**config.mk**
```make
export PLATFORM = sky130hd
export DESIGN_NAME = acp_ctrl
export DESIGN_NICKNAME = d
export VERILOG_FILES = /design/src/rtl/acp_pkg.sv /design/src/rtl/acp_ctrl.sv
export VERILOG_INCLUDE_DIRS = /design/src /design/src/rtl
export SDC_FILE = /design/constraint.sdc
export NUM_CORES = 1
export LEC_CHECK = 0
export BUFFER_PORTS_ARGS = -buffer_cell sky130_fd_sc_hd__buf_4
export CAP_MARGIN = 20
export CORE_AREA = 2 2 98 100
export CTS_BUF_LIST = sky130_fd_sc_hd__clkbuf_8
export CTS_CLUSTER_DIAMETER = 60
export DETAILED_ROUTE_END_ITERATION = 6
export DIE_AREA = 0 0 100 102
export GPL_TIMING_DRIVEN = 0
export PLACE_DENSITY = 0.76
export SYNTH_ARGS = -nofsm -noshare
export SYNTH_HDL_FRONTEND = slang
export SYNTH_SLANG_ARGS = --single-unit
export TNS_END_PERCENT = 100
```
**constraint.sdc**
```tcl
create_clock -name clk_i -period 1.8 [get_ports clk_i]
set_input_delay 0.18 -clock clk_i [delete_from_list [all_inputs] [get_ports clk_i]]
set_output_delay 0.18 -clock clk_i [all_outputs]
set_load 0.02 [all_outputs]
```
**src/rtl/acp_consts.svh**
```systemverilog
// Purpose: constants of the converter control block
// Assumes: word-aligned registers on a 32-bit wishbone
// Notes: definitions only
`ifndef ACP_CONSTS_SVH
`define ACP_CONSTS_SVH
// ----------------------------------------
// register offsets (byte addresses)
// ----------------------------------------
`define ACP_OFF_CVH 6'h00
`define ACP_OFF_CVL 6'h04
`define ACP_OFF_CFG 6'h08
`define ACP_OFF_PIN 6'h0C
`define ACP_OFF_CMP 6'h10
`define ACP_OFF_RES 6'h14
// ----------------------------------------
// field positions
// ----------------------------------------
`define ACP_CFG_LP 7
`define ACP_CFG_DIV_HI 6
`define ACP_CFG_DIV_LO 5
`define ACP_CFG_LS 4
`define ACP_CFG_MODE_HI 3
`define ACP_CFG_MODE_LO 2
`define ACP_CFG_CLK_HI 1
`define ACP_CFG_CLK_LO 0
`define ACP_CMP_EN 0
`define ACP_CMP_GT 1
`define ACP_RES_MATCH 16
`define ACP_CVH_MASK 8'h03
// ----------------------------------------
// reset values
// ----------------------------------------
`define ACP_RST_BYTE 8'h00
`define ACP_RST_RES 10'h000
`endif

```
**src/rtl/acp_pkg.sv**
```systemverilog
// Purpose: types of the converter control block
// Assumes: nothing
// Notes: encodings follow the field codes
package acp_pkg;
  typedef enum logic [1:0] {
    ACP_CLK_BUS = 2'h0,
    ACP_CLK_BUS2 = 2'h1,
    ACP_CLK_ALT = 2'h2,
    ACP_CLK_ASYNC = 2'h3
  } acp_clksrc_t;
  typedef enum logic [1:0] {
    ACP_MODE_8 = 2'h0,
    ACP_MODE_R1 = 2'h1,
    ACP_MODE_10 = 2'h2,
    ACP_MODE_R3 = 2'h3
  } acp_mode_t;
endpackage

```
**src/rtl/acp_ctrl.sv**
```systemverilog
// Purpose: compare, configuration and pin control registers
// Assumes: classic wishbone, one clock, sync reset
// Notes: converter core and port pins sit outside
`timescale 1ns/1ps
`default_nettype none
`include "acp_consts.svh"
module acp_ctrl
  import acp_pkg::*;
#(
  parameter int NPIN = 8
)
(
  input wire logic clk_i,
  input wire logic rst_i,
  input wire logic cyc_i,
  input wire logic stb_i,
  input wire logic we_i,
  input wire logic [5:0] adr_i,
  input wire logic [3:0] sel_i,
  input wire logic [31:0] dat_i,
  output logic [31:0] dat_o,
  output logic ack_o,
  input wire logic conv_done_i,
  input wire logic [9:0] conv_data_i,
  input wire logic alt_clk_i,
  input wire logic async_clk_i,
  input wire logic [NPIN-1:0] port_out_i,
  input wire logic [NPIN-1:0] port_oe_i,
  input wire logic [NPIN-1:0] port_pull_i,
  input wire logic [NPIN-1:0] pad_in_i,
  output logic [NPIN-1:0] pad_out_o,
  output logic [NPIN-1:0] pad_oe_o,
  output logic [NPIN-1:0] pad_pull_o,
  output logic [NPIN-1:0] port_in_o,
  output logic [NPIN-1:0] analog_sel_o,
  output logic conv_tick_o,
  output logic low_power_o,
  output logic long_sample_o,
  output logic ten_bit_o,
  output logic [9:0] result_o,
  output logic result_upd_o,
  output logic match_o
);
  // ----------------------------------------
  // decode helpers
  // ----------------------------------------
  function automatic logic [2:0] div_limit(input logic [1:0] code);
    div_limit = 3'((4'h1 << code) - 4'h1);
  endfunction

  logic [7:0] cvh_r, cvl_r, cfg_r, pin_r;
  logic cmp_en_r, cmp_gt_r;
  logic [9:0] res_r;
  logic match_r, upd_r, mflag_r;
  logic ack_r;
  logic ten_r;
  logic [31:0] dat_r;
  logic half_r, alt_q_r, asy_q_r;
  logic [2:0] div_cnt_r;
  logic [2:0] div_cnt_nxt;
  logic tick_r;
  logic [NPIN-1:0] pout_r, poe_r, ppull_r, pin_in_r;

  wire req = cyc_i & stb_i & ~ack_r;
  wire wr0 = req & we_i & sel_i[0];
  wire hit_cvh = adr_i == `ACP_OFF_CVH;
  wire hit_cvl = adr_i == `ACP_OFF_CVL;
  wire hit_cfg = adr_i == `ACP_OFF_CFG;
  wire hit_pin = adr_i == `ACP_OFF_PIN;
  wire hit_cmp = adr_i == `ACP_OFF_CMP;
  wire hit_res = adr_i == `ACP_OFF_RES;

  // ----------------------------------------
  // configuration fields
  // ----------------------------------------
  wire acp_clksrc_t clk_src = acp_clksrc_t'(cfg_r[`ACP_CFG_CLK_HI:`ACP_CFG_CLK_LO]);
  wire acp_mode_t mode = acp_mode_t'(cfg_r[`ACP_CFG_MODE_HI:`ACP_CFG_MODE_LO]);
  wire [1:0] div_code = cfg_r[`ACP_CFG_DIV_HI:`ACP_CFG_DIV_LO];
  wire is10 = mode == ACP_MODE_10;

  // ----------------------------------------
  // compare
  // ----------------------------------------
  wire [9:0] cmp_val = is10 ? {cvh_r[1:0], cvl_r} : {2'h0, cvl_r};
  wire [9:0] cmp_dat = is10 ? conv_data_i : {2'h0, conv_data_i[7:0]};
  wire below = cmp_dat < cmp_val;
  wire cond = cmp_gt_r ? ~below : below;
  wire take = conv_done_i & (~cmp_en_r | cond);

  // ----------------------------------------
  // converter clock source and divider
  // ----------------------------------------
  wire alt_rise = alt_clk_i & ~alt_q_r;
  wire asy_rise = async_clk_i & ~asy_q_r;
  wire src_tick = (clk_src == ACP_CLK_BUS) ? 1'b1 :
                  (clk_src == ACP_CLK_BUS2) ? half_r :
                  (clk_src == ACP_CLK_ALT) ? alt_rise : asy_rise;
  wire div_end = div_cnt_r >= div_limit(div_code);
  assign div_cnt_nxt = !src_tick ? div_cnt_r : div_end ? 3'h0 : div_cnt_r + 3'h1;

  // ----------------------------------------
  // register file and bus answer
  // ----------------------------------------
  wire [31:0] rd_mux =
    hit_cvh ? {24'h0, cvh_r & `ACP_CVH_MASK} :
    hit_cvl ? {24'h0, cvl_r} :
    hit_cfg ? {24'h0, cfg_r} :
    hit_pin ? {24'h0, pin_r} :
    hit_cmp ? {30'h0, cmp_gt_r, cmp_en_r} :
    hit_res ? {15'h0, mflag_r, 6'h0, res_r} : 32'h0;

  always_ff @(posedge clk_i)
  begin
    if (rst_i)
    begin
      ack_r <= 1'b0;
      dat_r <= 32'h0;
    end
    else
    begin
      ack_r <= req;
      dat_r <= req ? rd_mux : 32'h0;
    end
  end

  always_ff @(posedge clk_i)
  begin
    if (rst_i)
    begin
      cvh_r <= `ACP_RST_BYTE;
      cvl_r <= `ACP_RST_BYTE;
      cfg_r <= `ACP_RST_BYTE;
      pin_r <= `ACP_RST_BYTE;
      ten_r <= 1'b0;
      cmp_en_r <= 1'b0;
      cmp_gt_r <= 1'b0;
    end
    else if (wr0)
    begin
      if (hit_cvh)
        cvh_r <= dat_i[7:0] & `ACP_CVH_MASK;
      if (hit_cvl)
        cvl_r <= dat_i[7:0];
      if (hit_cfg)
      begin
        cfg_r <= dat_i[7:0];
        ten_r <= dat_i[`ACP_CFG_MODE_HI:`ACP_CFG_MODE_LO] == ACP_MODE_10;
      end
      if (hit_pin)
        pin_r <= dat_i[7:0];
      if (hit_cmp)
      begin
        cmp_en_r <= dat_i[`ACP_CMP_EN];
        cmp_gt_r <= dat_i[`ACP_CMP_GT];
      end
    end
  end

  // ----------------------------------------
  // result capture
  // ----------------------------------------
  always_ff @(posedge clk_i)
  begin
    if (rst_i)
    begin
      res_r <= `ACP_RST_RES;
      upd_r <= 1'b0;
      match_r <= 1'b0;
      mflag_r <= 1'b0;
    end
    else
    begin
      if (take)
        res_r <= cmp_dat;
      upd_r <= take;
      match_r <= conv_done_i & cmp_en_r & cond;
      if (conv_done_i)
        mflag_r <= cmp_en_r & cond;
    end
  end

  // ----------------------------------------
  // clock divider
  // ----------------------------------------
  always_ff @(posedge clk_i)
  begin
    if (rst_i)
    begin
      half_r <= 1'b0;
      alt_q_r <= 1'b0;
      asy_q_r <= 1'b0;
      div_cnt_r <= 3'h0;
      tick_r <= 1'b0;
    end
    else
    begin
      half_r <= ~half_r;
      alt_q_r <= alt_clk_i;
      asy_q_r <= async_clk_i;
      div_cnt_r <= div_cnt_nxt;
      tick_r <= src_tick & div_end;
    end
  end

  // ----------------------------------------
  // pin control
  // ----------------------------------------
  for (genvar n = 0; n < NPIN; n++)
  begin : g_pin
    wire dis = pin_r[n];
    always_ff @(posedge clk_i)
    begin
      if (rst_i)
      begin
        pout_r[n] <= 1'b0;
        poe_r[n] <= 1'b0;
        ppull_r[n] <= 1'b0;
        pin_in_r[n] <= 1'b0;
      end
      else
      begin
        pout_r[n] <= port_out_i[n] & ~dis;
        poe_r[n] <= port_oe_i[n] & ~dis;
        ppull_r[n] <= port_pull_i[n] & ~dis;
        pin_in_r[n] <= pad_in_i[n] & ~dis;
      end
    end
  end

  assign dat_o = dat_r;
  assign ack_o = ack_r;
  assign pad_out_o = pout_r;
  assign pad_oe_o = poe_r;
  assign pad_pull_o = ppull_r;
  assign port_in_o = pin_in_r;
  assign analog_sel_o = pin_r;
  assign conv_tick_o = tick_r;
  assign low_power_o = cfg_r[`ACP_CFG_LP];
  assign long_sample_o = cfg_r[`ACP_CFG_LS];
  assign ten_bit_o = ten_r;
  assign result_o = res_r;
  assign result_upd_o = upd_r;
  assign match_o = match_r;
endmodule
`default_nettype wire

```
==> results by group <==
Outcome
  – Outcome: complete, but fails checks
  – Failing checks: negative setup slack

Yosys
  – Syn Area/Cell: 9.25 sq um
  – Post-synthesis xor/xnor area fraction: 0.230%
  – Synth top area share: 49.0%
  – Simple-Gate Fraction of Synth Area: 22.1%
  – Synth async-reset ratio: 0%
  – Yosys top cell by area: dfxtp_1
  – Synth Register Bits: 93
  – Compound-cell area share of the yosys netlist: 10.8%
  – Syn Std Cell Area: 0.00380 sq mm
  – Synth top area cells: dfxtp_1 (49%), mux2i_1 (6.3%), and2_1 (6.3%)
  – Synth Instances: 411
  – EDFF count, synth: 0
  – Synth warn: 0
  – Adder-cell share of the synthesized area: 4.28%
  – Primary FF master, synth: dfxtp_1
  – Mux contribution to synthesized area: 6.32%
  – Sequential fraction of the synthesis area: 49.0%
  – Largest family of logic cells by synthesized area: simple AND/OR/NAND/NOR gates
  – Synth unique cells: 43

Cells and area
  – Nets: 690
  – Post-route core utilization: 59.6%
  – Layout fillers: 807
  – Layout area overhead: 42.8%
  – Most common cell after layout, fill and taps aside: buf_4
  – # diodes: 0
  – Commonest cells after routing, fill and taps aside: buf_4 (164), dfxtp_1 (85), nand2_1 (48)
  – Layout cells sized above 1: 37.0%

Power
  – VDD IR max: 0.313 mV
  – Combinational share of power: 12.5%
  – Switching share of power: 24.2%
  – Tot Pwr: 4200 uW
  – Clk pwr share: 36.6%
  – Int Pwr: 3180 uW
  – Flop pwr share: 51.0%
  – Switch Pwr: 1020 uW
  – Pwr dens: 773 mW/mm^2
  – Leakage: 0.00244 uW

Clocking
  – Clock buffer depth: 2
  – Clk sinks: 93
  – Clk Latency, worst-skew pair: 0.35 ns
  – TritonCTS Buffers: 9
  – Root Buffer: clkbuf_8
  – TritonCTS clock tree: built
  – # H-tree levels: 3
  – Worst-path clk slew: 0.09 ns

Detailed routing
  – Vias/cell: 5.01
  – DR pass1 iterations: 6
  – Vias after detailed routing: 3506
  – Antenna-violating nets left: 0
  – # DRC: 0
  – Drt total wl: 10300 um
  – Avg WL per Cell: 14.8 um
  – Initial DRC count: 271

Critical path
  – Critical path type: reg -> reg
  – CP Max Fanout: 5
  – Endpoint class of the critical path: flop
  – Crit path required time: 2.09 ns
  – CP arrival: 2.36 ns
  – CP startpoint kind: flop

STA
  – Worst-margin pin slew: 0.618 ns
  – Final Cycle Share: 115%
  – Setup-failing EPs final: 13
  – RSZ-0062 raised after global routing: yes
  – Fin crit period: 2.07 ns
  – Slew margin rel.: 58.8%
  – Max-slew violation count: 0
  – Hold WS: 0.0192 ns
  – Final hold vios: 0
  – Final WS setup: -0.271 ns
  – Peak Freq: 0.483 GHz
  – Post-Route Skew: 0.00830 ns

Placement
  – Final HPWL DP: 7900 um
  – Placer congestion estimate: 0.906
  – Post-Place Worst Slack: -0.335 ns
  – Port buffer count: 132

Floorplan
  – Die Y: 102 um
  – Placeable Area: 0.00911 sq mm
  – Initial Util: 41.7%
  – Die area: 0.0102 sq mm
  – Cell Rows: 35
  – Die X-Extent: 100 um
  – Ports: 181

Global routing
  – GRT Total Usage: 19.6%
  – Grt total ovfl: 0
  – Largest net degree at the start of global routing: 16
  – First-pass GRT wire length: 15500 um
  – Vias in the first global route: 3177
  – Initial antenna violation count: 0

Worst hold path
  – Worst hold-check path type: in -> reg

Run
  – Max Cap Violations: 0
## layer usage
metal | vias up | track usage (%) | part of all wire [%]
li1 | 1701 | - | -
met1 | 1582 | 24.7 | 43
met2 | 204 | 33.0 | 46
met3 | 19 | 3.63 | 8.7
met4 | 0 | 8.64 | 2.4
met5 | - | 0 | 0
## final timing paths
kind	from	endpoint	slack [ns]	cells past startpoint
worst max-delay path	cfg_r[3]	result_o[7]	-0.27	9
worst min-delay path	port_pull_i[5]	pad_pull_o[5]	0.02	2
worst max register to register	cfg_r[3]	result_o[7]	-0.27	9
worst min register to register	half_r	half_r	0.42	1
## synthesized netlist by cell type (all sizes together) (2+ instances only)
library cell  number
inv               14
and2              38
mux2i             24
a21o               3
nor2              39
nor3               5
and3               5
a22o               6
a221o              2
buf               26
nand3             17
dfxtp             93
o21ai              8
nand2             50
ha                13
clkbuf            10
nor4               2
nor2b              4
a21oi             24
a211oi             3
o21a               2
nand2b             4
a222oi             6
## state kept, by name (all words and copies together) (netlist names), 2 cells and up
| signal | cells |
|---|---|
| analog_sel_o | 8 |
| cfg_r | 8 |
| cvh_r | 2 |
| cvl_r | 8 |
| dat_o | 11 |
| div_cnt_r | 3 |
| pad_oe_o | 8 |
| pad_out_o | 8 |
| pad_pull_o | 8 |
| port_in_o | 8 |
| result_o | 10 |
## power groups by stage
stage | clock network (uW) | logic (uW) | registers (uW)
2_1_floorplan | 0 | 200 | 2250
3_3_place_gp | 0 | 500 | 2190
3_5_place_dp | 0 | 509 | 2190
4_1_cts | 1560 | 521 | 2140
5_1_grt | 1650 | 562 | 2150
6_report | 1540 | 524 | 2140
## metrics by stage
step | instances | cell area [sq um] | TNS [ns]
after global placement | 674 | 5020 | -4.88
after global routing | 700 | 5430 | -3.86
after CTS | 698 | 5400 | -2.41
after floorplan | 431 | 3890 | -0.973
after detailed placement | 674 | 5020 | -5.63
final | 700 | 5430 | -2.90
## area by class of cell
cell class | count | area, sq um | share of cell area [%]
Clock inverter | 5 | 85.1 | 1.57
Clock buffer | 10 | 138 | 2.54
Timing Repair Buffer | 143 | 1070 | 19.8
Buffer | 36 | 228 | 4.20
Tap cell | 111 | 139 | 2.56
Inverter | 14 | 52.6 | 0.968
Multi-Input combinational cell | 288 | 1840 | 33.9
Sequential cell | 93 | 1870 | 34.5
## repair_timing
item,CTS,global route
pin swaps,9,8
hold buffers,0,0
gates cloned,1,0
gates resized for setup,22,10
endpoints found under the setup margin,15,32
buffers inserted,8,2
## critical path, stage by stage (launching register included)
cell	delay (ns)
dfxtp_2	0.34
nor2b_4	0.21
and2_4	0.20
ha_4	0.21
a21oi_2	0.14
o21ai_2	0.08
a21o_1	0.18
a211oi_2	0.27
buf_4	0.21
mux2i_1	0.17
## cells by family after synthesis
family,Yosys count
and+or+nand+nor,168
DFF,93
AOI/OAI and AO/OA,61
buffers and inverters,50
muxes,24
adders and majority gates,13
other,1
xor gates and xnor gates,1
Power figures use the tool's default switching activity.
